===== src/lsc_regs.svh =====
// Register offsets, reset values, field positions and counts of the light sensor control.
`ifndef LSC_REGS_SVH
`define LSC_REGS_SVH
`define LSC_SLAVE_ADDR 7'h44
`define LSC_ADR_CMD 3'h0
`define LSC_ADR_CTRL 3'h1
`define LSC_ADR_HI 3'h2
`define LSC_ADR_LO 3'h3
`define LSC_ADR_SNS_L 3'h4
`define LSC_ADR_SNS_H 3'h5
`define LSC_ADR_TMR_L 3'h6
`define LSC_ADR_TMR_H 3'h7
`define LSC_CMD_RST 8'h00
`define LSC_CTRL_RST 8'h00
`define LSC_HI_RST 8'hff
`define LSC_LO_RST 8'h00
`define LSC_DATA_RST 16'h0000
`define LSC_FRONT_RST 5'h10
`define LSC_SYNC_RST 3'h3
`define LSC_CMD_MASK 8'hef
`define LSC_CTRL_WMASK 8'h0f
`define LSC_CTRL_RMASK 8'h2f
`define LSC_CMD_SYNC_BIT 7
`define LSC_CMD_CLR_BIT 6
`define LSC_FLAG_BIT 5
`define LSC_LIM_LOW_BYTE 8'h00
`define LSC_PD_LIGHT 2'h2
`define LSC_LAST_W0 16'hffff
`define LSC_LAST_W1 16'h0fff
`define LSC_LAST_W2 16'h00ff
`define LSC_LAST_W3 16'h000f
`define LSC_PERSIST_P0 5'h01
`define LSC_PERSIST_P1 5'h04
`define LSC_PERSIST_P2 5'h08
`define LSC_PERSIST_P3 5'h10
`define LSC_BYTE_BITS 4'h8
`define LSC_TX_LAST 4'h7
`define LSC_PH_ADDR 2'h0
`define LSC_PH_CMD 2'h1
`define LSC_PH_DATA 2'h2
`endif


===== src/lsc_pkg.sv =====
// Types shared by the light sensor control design.
package lsc_pkg;
  typedef struct packed {
    logic converter_enable;
    logic power_down_bit;
    logic timing_select;
    logic spare;
    logic photodiode_select_hi;
    logic photodiode_select_lo;
    logic width_select_hi;
    logic width_select_lo;
  } lsc_cmd_type;

  typedef struct packed {
    logic [1:0] spare_hi;
    logic int_flag;
    logic spare;
    logic range_select_hi;
    logic range_select_lo;
    logic persist_count_hi;
    logic persist_count_lo;
  } lsc_ctrl_type;

  typedef struct packed {
    logic core_reset;
    logic power_down;
    logic [1:0] range_select;
    logic sample_strobe;
  } lsc_front_type;

  typedef enum logic [4:0] {
    ST_IDLE = 5'h01,
    ST_RX = 5'h02,
    ST_ACK = 5'h04,
    ST_TX = 5'h08,
    ST_TACK = 5'h10
  } lsc_state_type;
endpackage


===== src/lsc_light_ctrl.sv =====
// Serial slave, registers, integration timing and threshold alert of the light sensor.
`timescale 1ns/1ps
`default_nettype none
`include "lsc_regs.svh"
// Operation
// - Answer only the fixed seven-bit slave address.
// - Command byte top bit restarts the integration.
// - Command byte bit six clears the interrupt.
// - Enable bit low holds converter core reset.
// - Power-down bit stops integration; the bus still answers.
// - Timing bit picks internal or host timing.
// - Host timing: period runs sync to sync.
// - Width code sets oscillator cycles per conversion.
// - Only photodiode code two yields light counts.
// - Result is signed, one bit below width.
// - Flag reads one once the alert fired.
// - Writing zero to the flag clears it.
// - Range code selects one of four ranges.
// - Alert after m consecutive out-of-window integrations.
// - Upper limit is high byte, resets ones.
// - Lower limit is high byte, resets zero.
// - Every integration end refreshes the sensor data.
// - Open-drain alert pin stays low until cleared.
// - Host timing latches the cycle count as timer.
// - Low address holds the reading's low byte.
module lsc_light_ctrl
  import lsc_pkg::*;
(
  // Clock and reset.
  input wire logic i_clk,
  input wire logic i_reset_n,
  // Serial bus pins.
  input wire logic i_scl,
  input wire logic i_sda_in,
  output logic o_sda_out,
  output logic o_sda_oe_n,
  // Alert pin.
  output logic o_int_out,
  output logic o_int_oe_n,
  // Oscillator and converter core.
  input wire logic i_osc,
  input wire logic [15:0] i_light_count,
  output lsc_front_type o_front
);
  lsc_state_type state;
  lsc_cmd_type cmd;
  lsc_ctrl_type ctrl;
  logic [2:0] pins_s;
  logic osc_s, scl_s, sda_s, osc_d, scl_d, sda_d;
  logic scl_rise, scl_fall, start, stop, osc_tick;
  logic [3:0] bitcnt;
  logic [7:0] shreg, txbyte, rd_byte, hi_lim, lo_lim;
  logic [1:0] phase, wsel;
  logic [2:0] ptr;
  logic rw, master_ack, addr_ok, byte_done, cmd_strobe, wr_strobe, tx_load;
  logic sync_cmd, run, hold_reset, ext, int_end, out_win, int_set, int_clr;
  logic [15:0] cyc_cnt, sensor, timer, sample_val;
  logic [4:0] pcnt, next_pcnt, persist_m;

  function automatic logic [15:0] last_cycle(input logic [1:0] w);
    unique case (w)
      2'h0: last_cycle = `LSC_LAST_W0;
      2'h1: last_cycle = `LSC_LAST_W1;
      2'h2: last_cycle = `LSC_LAST_W2;
      2'h3: last_cycle = `LSC_LAST_W3;
    endcase
  endfunction

  // Sign-extends the raw count from the top bit of the selected result width.
  function automatic logic [15:0] trim(input logic [15:0] raw, input logic [1:0] w);
    unique case (w)
      2'h0: trim = {{1{raw[14]}}, raw[14:0]};
      2'h1: trim = {{5{raw[10]}}, raw[10:0]};
      2'h2: trim = {{9{raw[6]}}, raw[6:0]};
      2'h3: trim = {{13{raw[2]}}, raw[2:0]};
    endcase
  endfunction

  function automatic logic [4:0] persist_of(input logic [1:0] p);
    unique case (p)
      2'h0: persist_of = `LSC_PERSIST_P0;
      2'h1: persist_of = `LSC_PERSIST_P1;
      2'h2: persist_of = `LSC_PERSIST_P2;
      2'h3: persist_of = `LSC_PERSIST_P3;
    endcase
  endfunction

  lsc_sync u_sync (
    .i_clk(i_clk),
    .i_reset_n(i_reset_n),
    .i_async({i_osc, i_scl, i_sda_in}),
    .o_sync(pins_s)
  );

  assign osc_s = pins_s[2];
  assign scl_s = pins_s[1];
  assign sda_s = pins_s[0];

  always_ff @(posedge i_clk or negedge i_reset_n) begin
    if (!i_reset_n) begin
      {osc_d, scl_d, sda_d} <= `LSC_SYNC_RST;
    end else begin
      {osc_d, scl_d, sda_d} <= pins_s;
    end
  end

  assign scl_rise = scl_s & ~scl_d;
  assign scl_fall = ~scl_s & scl_d;
  assign start = scl_s & scl_d & sda_d & ~sda_s;
  assign stop = scl_s & scl_d & ~sda_d & sda_s;
  assign osc_tick = osc_s & ~osc_d;

  assign addr_ok = (shreg[7:1] == `LSC_SLAVE_ADDR);
  assign byte_done = (state == ST_RX) && scl_fall && (bitcnt == `LSC_BYTE_BITS);
  assign cmd_strobe = byte_done && (phase == `LSC_PH_CMD);
  assign wr_strobe = byte_done && (phase == `LSC_PH_DATA);
  assign tx_load = scl_fall && (((state == ST_ACK) && rw) || ((state == ST_TACK) && master_ack));

  always_ff @(posedge i_clk or negedge i_reset_n) begin
    if (!i_reset_n) begin
      state <= ST_IDLE;
      bitcnt <= '0;
      shreg <= '0;
      txbyte <= '0;
      phase <= `LSC_PH_ADDR;
      rw <= 1'b0;
      master_ack <= 1'b0;
    end else if (start) begin
      state <= ST_RX;
      bitcnt <= '0;
      phase <= `LSC_PH_ADDR;
    end else if (stop) begin
      state <= ST_IDLE;
    end else begin
      unique case (state)
        ST_IDLE: begin
        end
        ST_RX: begin
          if (scl_rise) begin
            shreg <= {shreg[6:0], sda_s};
            bitcnt <= bitcnt + 4'h1;
          end
          if (byte_done) begin
            bitcnt <= '0;
            if (phase == `LSC_PH_ADDR) begin
              rw <= shreg[0];
              state <= addr_ok ? ST_ACK : ST_IDLE;
            end else begin
              state <= ST_ACK;
            end
          end
        end
        ST_ACK: begin
          if (scl_fall) begin
            state <= rw ? ST_TX : ST_RX;
            txbyte <= rd_byte;
            if (phase != `LSC_PH_DATA) begin
              phase <= phase + 2'h1;
            end
          end
        end
        ST_TX: begin
          if (scl_fall) begin
            txbyte <= {txbyte[6:0], 1'b0};
            bitcnt <= bitcnt + 4'h1;
            if (bitcnt == `LSC_TX_LAST) begin
              state <= ST_TACK;
            end
          end
        end
        ST_TACK: begin
          if (scl_rise) begin
            master_ack <= ~sda_s;
          end
          if (scl_fall) begin
            bitcnt <= '0;
            txbyte <= rd_byte;
            state <= master_ack ? ST_TX : ST_IDLE;
          end
        end
      endcase
    end
  end

  // The register pointer steps after every data byte so that bursts walk the map.
  always_ff @(posedge i_clk or negedge i_reset_n) begin
    if (!i_reset_n) begin
      ptr <= `LSC_ADR_CMD;
    end else if (cmd_strobe) begin
      ptr <= shreg[2:0];
    end else if (wr_strobe || tx_load) begin
      ptr <= ptr + 3'h1;
    end
  end

  assign o_sda_out = 1'b0;
  assign o_sda_oe_n = !((state == ST_ACK) || ((state == ST_TX) && !txbyte[7]));

  always_comb begin
    unique case (ptr)
      `LSC_ADR_CMD: rd_byte = cmd & `LSC_CMD_MASK;
      `LSC_ADR_CTRL: rd_byte = ctrl & `LSC_CTRL_RMASK;
      `LSC_ADR_HI: rd_byte = hi_lim;
      `LSC_ADR_LO: rd_byte = lo_lim;
      `LSC_ADR_SNS_L: rd_byte = sensor[7:0];
      `LSC_ADR_SNS_H: rd_byte = sensor[15:8];
      `LSC_ADR_TMR_L: rd_byte = timer[7:0];
      `LSC_ADR_TMR_H: rd_byte = timer[15:8];
    endcase
  end

  always_ff @(posedge i_clk or negedge i_reset_n) begin
    if (!i_reset_n) begin
      cmd <= lsc_cmd_type'(`LSC_CMD_RST);
    end else if (wr_strobe && (ptr == `LSC_ADR_CMD)) begin
      cmd <= lsc_cmd_type'(shreg & `LSC_CMD_MASK);
    end
  end

  always_ff @(posedge i_clk or negedge i_reset_n) begin
    if (!i_reset_n) begin
      hi_lim <= `LSC_HI_RST;
      lo_lim <= `LSC_LO_RST;
    end else if (wr_strobe && (ptr == `LSC_ADR_HI)) begin
      hi_lim <= shreg;
    end else if (wr_strobe && (ptr == `LSC_ADR_LO)) begin
      lo_lim <= shreg;
    end
  end

  assign int_clr = (cmd_strobe && shreg[`LSC_CMD_CLR_BIT])
                   || (wr_strobe && (ptr == `LSC_ADR_CTRL) && !shreg[`LSC_FLAG_BIT]);

  // A new alert in the same cycle as a clear keeps the flag set.
  always_ff @(posedge i_clk or negedge i_reset_n) begin
    if (!i_reset_n) begin
      ctrl <= lsc_ctrl_type'(`LSC_CTRL_RST);
    end else begin
      if (wr_strobe && (ptr == `LSC_ADR_CTRL)) begin
        ctrl <= lsc_ctrl_type'(shreg & `LSC_CTRL_WMASK);
      end
      ctrl.int_flag <= int_set | (ctrl.int_flag & ~int_clr);
    end
  end

  assign o_int_out = 1'b0;
  assign o_int_oe_n = ~ctrl.int_flag;

  assign ext = cmd.timing_select;
  assign wsel = {cmd.width_select_hi, cmd.width_select_lo};
  assign hold_reset = !cmd.converter_enable || !cmd.photodiode_select_hi;
  assign run = cmd.converter_enable && !cmd.power_down_bit
               && ({cmd.photodiode_select_hi, cmd.photodiode_select_lo} == `LSC_PD_LIGHT);
  assign sync_cmd = cmd_strobe && shreg[`LSC_CMD_SYNC_BIT];
  assign int_end = run && (ext ? sync_cmd
                   : (osc_tick && (cyc_cnt == last_cycle(wsel))));

  always_ff @(posedge i_clk or negedge i_reset_n) begin
    if (!i_reset_n) begin
      cyc_cnt <= '0;
    end else if (hold_reset || int_end || sync_cmd) begin
      cyc_cnt <= '0;
    end else if (run && osc_tick) begin
      cyc_cnt <= cyc_cnt + 16'h0001;
    end
  end

  assign sample_val = trim(i_light_count, wsel);
  assign out_win = (sample_val > {hi_lim, `LSC_LIM_LOW_BYTE})
                   || (sample_val < {lo_lim, `LSC_LIM_LOW_BYTE});

  always_ff @(posedge i_clk or negedge i_reset_n) begin
    if (!i_reset_n) begin
      sensor <= `LSC_DATA_RST;
      timer <= `LSC_DATA_RST;
    end else if (int_end) begin
      sensor <= sample_val;
      if (ext) begin
        timer <= cyc_cnt;
      end
    end
  end

  assign persist_m = persist_of({ctrl.persist_count_hi, ctrl.persist_count_lo});
  assign next_pcnt = pcnt + 5'h01;
  assign int_set = int_end && out_win && (next_pcnt >= persist_m);

  always_ff @(posedge i_clk or negedge i_reset_n) begin
    if (!i_reset_n) begin
      pcnt <= '0;
    end else if (hold_reset || (int_end && !out_win)) begin
      pcnt <= '0;
    end else if (int_end && (next_pcnt <= persist_m)) begin
      pcnt <= next_pcnt;
    end
  end

  always_ff @(posedge i_clk or negedge i_reset_n) begin
    if (!i_reset_n) begin
      o_front <= lsc_front_type'(`LSC_FRONT_RST);
    end else begin
      o_front.core_reset <= hold_reset;
      o_front.power_down <= cmd.power_down_bit;
      o_front.range_select <= {ctrl.range_select_hi, ctrl.range_select_lo};
      o_front.sample_strobe <= int_end;
    end
  end

  property p_addr_miss;
    @(posedge i_clk) disable iff (!i_reset_n)
      byte_done && (phase == `LSC_PH_ADDR) && !addr_ok && !start && !stop |=> state == ST_IDLE;
  endproperty
  a_addr_miss: assert property (p_addr_miss)
    else $error("Foreign address was acknowledged.");

  property p_sync;
    @(posedge i_clk) disable iff (!i_reset_n)
      sync_cmd && run && ext |=> (cyc_cnt == '0) && o_front.sample_strobe;
  endproperty
  a_sync: assert property (p_sync)
    else $error("Sync command did not end the integration.");

  property p_clear;
    @(posedge i_clk) disable iff (!i_reset_n)
      int_clr && !int_set |=> !ctrl.int_flag && o_int_oe_n;
  endproperty
  a_clear: assert property (p_clear)
    else $error("Clear left the alert flag set.");

  property p_hold;
    @(posedge i_clk) disable iff (!i_reset_n)
      !cmd.converter_enable |=> o_front.core_reset && (cyc_cnt == '0);
  endproperty
  a_hold: assert property (p_hold)
    else $error("Disabled converter was not held in reset.");

  property p_internal;
    @(posedge i_clk) disable iff (!i_reset_n)
      run && !ext && osc_tick && (cyc_cnt == last_cycle(wsel)) |=> o_front.sample_strobe;
  endproperty
  a_internal: assert property (p_internal)
    else $error("Internal integration did not end on its last cycle.");

  property p_update;
    @(posedge i_clk) disable iff (!i_reset_n)
      int_end |=> sensor == $past(sample_val);
  endproperty
  a_update: assert property (p_update)
    else $error("Sensor data not refreshed at integration end.");

  property p_rise;
    @(posedge i_clk) disable iff (!i_reset_n)
      $rose(ctrl.int_flag) |-> $past(int_end) && $past(out_win);
  endproperty
  a_rise: assert property (p_rise)
    else $error("Alert flag rose without an out-of-window result.");

  property p_sticky;
    @(posedge i_clk) disable iff (!i_reset_n)
      ctrl.int_flag && !int_clr |=> ctrl.int_flag && !o_int_oe_n;
  endproperty
  a_sticky: assert property (p_sticky)
    else $error("Alert pin released without a clear.");

  property p_inwin;
    @(posedge i_clk) disable iff (!i_reset_n)
      int_end && !out_win |=> (pcnt == '0) && !$rose(ctrl.int_flag);
  endproperty
  a_inwin: assert property (p_inwin)
    else $error("In-window result did not restart persistence.");

  property p_keep;
    @(posedge i_clk) disable iff (!i_reset_n)
      !(wr_strobe && (ptr == `LSC_ADR_CMD)) |=> $stable(cmd);
  endproperty
  a_keep: assert property (p_keep)
    else $error("Command register changed without a write.");
endmodule // lsc_light_ctrl
`default_nettype wire


===== src/lsc_sync.sv =====
// Two-stage synchroniser for the bus pins and the oscillator input.
`timescale 1ns/1ps
`default_nettype none
`include "lsc_regs.svh"
module lsc_sync
  import lsc_pkg::*;
(
  // Clock and reset.
  input wire logic i_clk,
  input wire logic i_reset_n,
  // Asynchronous levels and their synchronised copies.
  input wire logic [2:0] i_async,
  output logic [2:0] o_sync
);
  logic [2:0] meta;

  always_ff @(posedge i_clk or negedge i_reset_n) begin
    if (!i_reset_n) begin
      meta <= `LSC_SYNC_RST;
      o_sync <= `LSC_SYNC_RST;
    end else begin
      meta <= i_async;
      o_sync <= meta;
    end
  end
endmodule // lsc_sync
`default_nettype wire

===== config.mk =====
export PLATFORM = sky130hd
export DESIGN_NAME = lsc_light_ctrl
export DESIGN_NICKNAME = d
export VERILOG_FILES = /design/src/lsc_pkg.sv /design/src/lsc_light_ctrl.sv /design/src/lsc_sync.sv
export VERILOG_INCLUDE_DIRS = /design/src /design/src/src
export SDC_FILE = /design/constraint.sdc
export NUM_CORES = 1
export LEC_CHECK = 0
export BUFFER_PORTS_ARGS = -buffer_cell sky130_fd_sc_hd__buf_2
export CORE_MARGIN = 2
export CORE_UTILIZATION = 56
export CTS_CLUSTER_DIAMETER = 120
export DETAILED_ROUTE_END_ITERATION = 12
export HOLD_SLACK_MARGIN = 0.02
export PLACE_DENSITY = 0.78
export SLEW_MARGIN = 20
export SYNTH_ARGS = -nofsm -noshare
export SYNTH_HDL_FRONTEND = slang
export SYNTH_SLANG_ARGS = --single-unit

===== constraint.sdc =====
create_clock -name i_clk -period 2.6 [get_ports i_clk]
set_clock_uncertainty 0.05 [all_clocks]
set_input_delay 0.26 -clock i_clk [delete_from_list [all_inputs] [get_ports i_clk]]
set_output_delay 0.26 -clock i_clk [all_outputs]
set_load 0.05 [all_outputs]

* Word level (Yosys, flattened, before mapping)
Index checks and enable logic that the tools add are counted.
** Operators by class
- $mul :: 0
- Shift-type cells :: 0
- Reductions and logical operators :: 63
- Multiplexer cells :: 38
- Bitwise operators :: 20
- Div/mod/pow operators :: 0
- Add/sub/neg operators :: 5
- Order comparisons :: 4
- Equality and inequality tests :: 36
** Operators by type and width (count)
- one-hot mux 16 bit (4 select lines) :: 2
- one-hot mux 8 bit (8 select lines) :: 1
- two-way mux 5 bit :: 9
- one-hot mux 5 bit (4 select lines) :: 2
- two-way mux 16 bit :: 2
- two-way mux 4 bit :: 8
- logical AND 1 bit :: 24
- inequality test 4 bit (second input constant) :: 6
- adder 16 x 1 -> 16 bit (second input constant) :: 1
- == test 16 bit :: 1
- > comparator 16 bit :: 1
- < comparator 16 bit :: 1
- two-way mux 8 bit :: 2
- one-hot mux 8 bit (2 select lines) :: 1
- AND reduction 5 bit :: 3
- nonzero test 2 bit :: 7
- == test 2 bit (second input constant) :: 6
- == test 3 bit (second input constant) :: 4
- two-way mux 3 bit :: 4
- one-hot mux 4 bit (3 select lines) :: 1
- AND reduction 4 bit :: 3
- two-way mux 2 bit :: 5
- NOT 1 bit :: 10
- AND 1 bit :: 9
- 30 further kinds :: 53
** Storage, ports and cells
- Register bits after elaboration :: 127
- Input bits :: 21
- Memory bits (writable) :: 0
- Output and inout port bits :: 9
- Bits in read-only memories :: 0
- Memories kept :: 0
- Bits in latches :: 0

* Logic depth before layout (Yosys ltp)
- Word-level depth :: 11
- Gate-level depth with buffers :: 12
- Mapped depth without buffers :: 11

* Hierarchy
A second synthesis with hierarchy kept.
** Unflattened totals
- Cells, all modules :: 668
- Area, all modules :: 6792.8 µm²
** By module, submodules not included
- lsc_light_ctrl :: area each 6637.6 µm², seq. area each 3017.9 µm², instances 1, cells each 662
- lsc_sync :: area each 155.1 µm², seq. area each 155.1 µm², instances 1, cells each 6

* Worst setup path after synthesis
Ideal clock, no wire load.
- Kind :: reg2reg
- From :: register cmd[1] (netlist name)
- To :: register pcnt[1]
- Setup time :: 0.130 ns
- Clock period less this slack :: 2.835 ns
- Buffers on the path :: 2
- Path slack :: -0.235 ns
- Stages on the path, launching flop included :: 13
- Arrival :: 2.655 ns
- Cells stage by stage :: dfrtp_1 buf_2 clkbuf_1 nand2_1 o21ai_0 o31a_1 ha_1 or4b_1 nor4_1 and3_1 a21oi_1 a211oi_2 o21ai_1
** Between the ends
- Elaborated cells between the ends (all ways) :: 19
- Classes of those cells :: 2 x order compare; 4 x eq/ne; 4 x mux; 9 x reduce/logical
** RTL lines
- start: declaration :: RTL line lsc_light_ctrl.sv:46 : lsc_cmd_type cmd;
- start signal: assignment :: RTL line lsc_light_ctrl.sv:214 : cmd <= lsc_cmd_type'(`LSC_CMD_RST);
- start signal: assignment :: RTL line lsc_light_ctrl.sv:216 : cmd <= lsc_cmd_type'(shreg & `LSC_CMD_MASK);
- == test 2 bit (tied with other cells) :: RTL line lsc_light_ctrl.sv:71 : unique case (w)
- one-hot mux 16 bit (4 select lines) (*) :: RTL line lsc_light_ctrl.sv:71
- named net sample_val[11] :: RTL line lsc_light_ctrl.sv:57 : logic [15:0] cyc_cnt, sensor, timer, sample_val;
- > comparator 16 bit / < comparator 16 bit (equally long branches) :: RTL line lsc_light_ctrl.sv:269, lsc_light_ctrl.sv:270
- logical OR 1 bit (*) :: RTL line lsc_light_ctrl.sv:269 : assign out_win = (sample_val > {hi_lim, `LSC_LIM_LOW_BYTE})
- logical NOT 1 bit (*) :: RTL line lsc_light_ctrl.sv:291 : end else if (hold_reset || (int_end && !out_win)) begin
- logical AND 1 bit (*) :: RTL line lsc_light_ctrl.sv:291
- logical OR 1 bit (*) :: RTL line lsc_light_ctrl.sv:291
- two-way mux 5 bit / nonzero test 2 bit (equally long branches)
- end signal: assignment :: RTL line lsc_light_ctrl.sv:294 : pcnt <= next_pcnt;
- end: declaration :: RTL line lsc_light_ctrl.sv:58 : logic [4:0] pcnt, next_pcnt, persist_m;
The timed path passes the listed nets; every way through them passes the cells marked *. The select of a mux whose other input is x is not followed.
A chain may end at the register's enable or synchronous reset.

* Final worst setup path
- From :: register cmd[0] (netlist name)
- To :: register pcnt[3]
Same word-level chain as after synthesis.

==> flow_metrics.tcl <==
set metrics [dict create \
    run_status "finished with violations" \
    violations "setup timing" \
    start_util_pct 57.11 \
    ys_seq_area_share_pct 46.64 \
    place_area_sq_um 7258 \
    worst_pin_slew_ns 0.5821 \
    period_minus_slack_ns 2.886 \
    clock_sinks 126 \
    fillers 906 \
    r2r_cells 12 \
    grt_overflow 0 \
    rr_endpoint "pcnt[3]" \
    cp-start-kind "register" \
    ys_types 74 \
    syn_to_final_growth_pct 18.61 \
    cap_violations 0 \
    final.setup.worst_slack_ns -0.2858 \
    setup_viol 6 \
    hold_ws_ns 0.04633 \
    fmax_mhz 346.5 \
    layout_commonest_cell "dfrtp_1" \
    vias_per_cell 6.125 \
    post-place-ws_ns -0.2758 \
    clk_latency_ns 0.42 \
    coreArea_sq_um 11910 \
    grt_pass1_vias 5534 \
    dpl.hpwl_um 12730 \
    r2r-start "cmd[0]" \
    cts_tree "built" \
    min_from "i_light_count[0]" \
    r2r_slack_ns -0.29 \
    holdPathStages 3 \
    mostFrequentLayoutCells "dfrtp_1 (110), nand2_1 (91), mux2_2 (49)" \
    p_leak_nw 3.599 \
    timing_hold_violations_final 0 \
    slew_headroom_pct 60.89 \
    die_x_um 114.2 \
    die_y_um 114.2 \
    ys_async_sr_fraction_pct 100.0 \
    path_clk_slew_ns 0.05 \
    syn-instance-count 682 \
    ctsRootBufferMaster "clkbuf_16" \
    cts_buffer_depth 2 \
    worst-setup-path-type "reg -> reg" \
    stdcell_area_sq_um 8069 \
    io_buffers 26 \
    cts_buffers 17 \
    fin_setup_tns_ns -1.616 \
    syn_area_per_cell_sq_um 9.975 \
    critPathRequiredTime_ns 2.84 \
    ios 30 \
    dr.pass1.iters 6 \
    end_kind "register" \
    vdd_drop_max_uv 575.4 \
    fin_crit_sh_pct 111.0 \
    drt_drc_violations_left 0 \
    wl_per_cell_um 19.54 \
    worst-endpoint-arrival_ns 3.13 \
    synth.cell_area_sq_um 6803 \
    cp_max_fo 4 \
    totalPowerFinal_mw 5.821 \
    synth-edff-count 0 \
    finalMaxSlewViolations 0 \
    routabilityCongestion 0.9552 \
    rows 40 \
    min_to "sensor[0]" \
    wirelength_um 17610 \
    grt_usage_pct 28.23 \
    htree_num_levels 4 \
    dp_cells 862 \
    p_per_area_nw_per_um2 721.4 \
    drtAntennaViolNets 0 \
    grt_pass1_wl_um 28280 \
    ys_ff_latch 126 \
    vias 5519 \
    synth_warnings 0 \
    dominantRegCellSynth "dfrtp_1" \
    drtIter0Drc 516 \
    rsz0062_at_grt "true" \
    finalNonFillerCells 901 \
    final_layout_size_suffix_gt1_share_pct 24.27 \
    final_nets 794 \
    grt_antenna_before_repair 0 \
    hold_class "in -> reg" \
    utilization_pct 67.74 \
    antenna_cells 0 \
    grt_max_degree 60 \
    die_area_sq_um 13050 \
]
==> what timing repair did <==
item                                    4_1_cts  5_1_grt
endpoints found under the setup margin        6       10
gates cloned                                  0        0
endpoints found under the hold margin        39        0
pin swaps                                     5        5
setup buffers                                 1        1
hold buffers                                  5        0
resized for setup                             9        6
==> worst max path at each step <==
stage	slack, ns	to	startpoint
CTS	-0.22	pcnt[3]	cmd[0]
global route	-0.37	pcnt[1]	cmd[0]
finish	-0.29	pcnt[3]	cmd[0]
global placement	-0.13	pcnt[0]	cmd[0]
floorplan	-0.09	pcnt[0]	cmd[0]
detailed placement	-0.28	pcnt[4]	cmd[0]
==> kinds of logic after synthesis <==
kind of cell / Yosys count / share of synthesized area, %
other: 1 / 0.05512
AOI/OAI and AO/OA: 143 / 13.90
and+or+nand+nor: 241 / 17.40
adders and majority gates: 32 / 5.886
muxes: 58 / 9.472
DFF: 126 / 46.64
buffers and inverters: 60 / 3.936
xor gates and xnor gates: 21 / 2.704
==> power by group <==
group	total, mW	internal (mW)	leakage [nW]	switching (mW)
sequential	2.20	2.07	1.60	0.125
clock	2.69	1.79	0.327	0.903
combinational	0.935	0.383	1.67	0.552
total	5.82	4.24	3.60	1.58
==> synth_stat cells, types with 4 or more instances <==
cell | instances | area, sq um
buf_4 | 4 | 30.03
or4_1 | 4 | 30.03
nor2b_1 | 8 | 50.05
clkbuf_1 | 15 | 56.30
o2111ai_1 | 4 | 35.03
and3_1 | 5 | 31.28
nor3_1 | 6 | 30.03
dfrtp_1 | 110 | 2753
o21ai_1 | 6 | 30.03
nand3_1 | 21 | 105.1
a222oi_1 | 8 | 80.08
xnor2_1 | 10 | 87.58
mux2i_1 | 7 | 70.07
dfstp_2 | 16 | 420.4
or3_1 | 5 | 31.28
mux2_2 | 50 | 563.0
and2_1 | 9 | 56.30
xor2_1 | 11 | 96.34
inv_1 | 32 | 120.1
nand4_1 | 6 | 37.54
o21ai_0 | 44 | 220.2
nand2_1 | 92 | 345.3
nand2b_1 | 11 | 68.82
o21a_1 | 4 | 30.03
o31a_1 | 4 | 35.03
buf_2 | 6 | 30.03
a32oi_1 | 4 | 35.03
a21oi_1 | 30 | 150.1
nor2_1 | 49 | 183.9
ha_1 | 32 | 400.4
==> critical path, stage by stage (launching register included) <==
cell       delay (ns)
dfrtp_1          0.40
mux2_4           0.32
nand2_2          0.07
o21ai_2          0.05
o31a_1           0.13
ha_1             0.30
or4b_1           0.45
nor4_1           0.26
and3_1           0.25
a21oi_4          0.08
buf_6            0.15
o2111ai_2        0.16
o21ai_1          0.09
==> metal layers <==
metal  global-route usage, %  wire (um)  up-vias
li1                        -          -     2552
met4                   12.36        673        0
met5                       0          0        -
met3                   6.988       1097       54
met1                   36.41       7569     2683
met2                   45.44       8267      230
==> flip-flops by register name, summed over array words and instances (netlist names), 6 cells and up <==
name,count
lo_lim,8
hi_lim,8
cmd,6
shreg,8
cyc_cnt,16
txbyte,8
sensor,15
timer,16
==> layout make-up <==
cell class	instances	area (sq um)	share of cell area, %
clock inverters	12	206.4	2.559
repair buffers	66	469.2	5.815
clock buffers	20	466.7	5.784
inverters	33	128.9	1.597
well taps	147	183.9	2.279
multi-input cells	497	3441	42.64
flip-flops and latches	126	3173	39.32
Power figures use the tool's default switching activity.
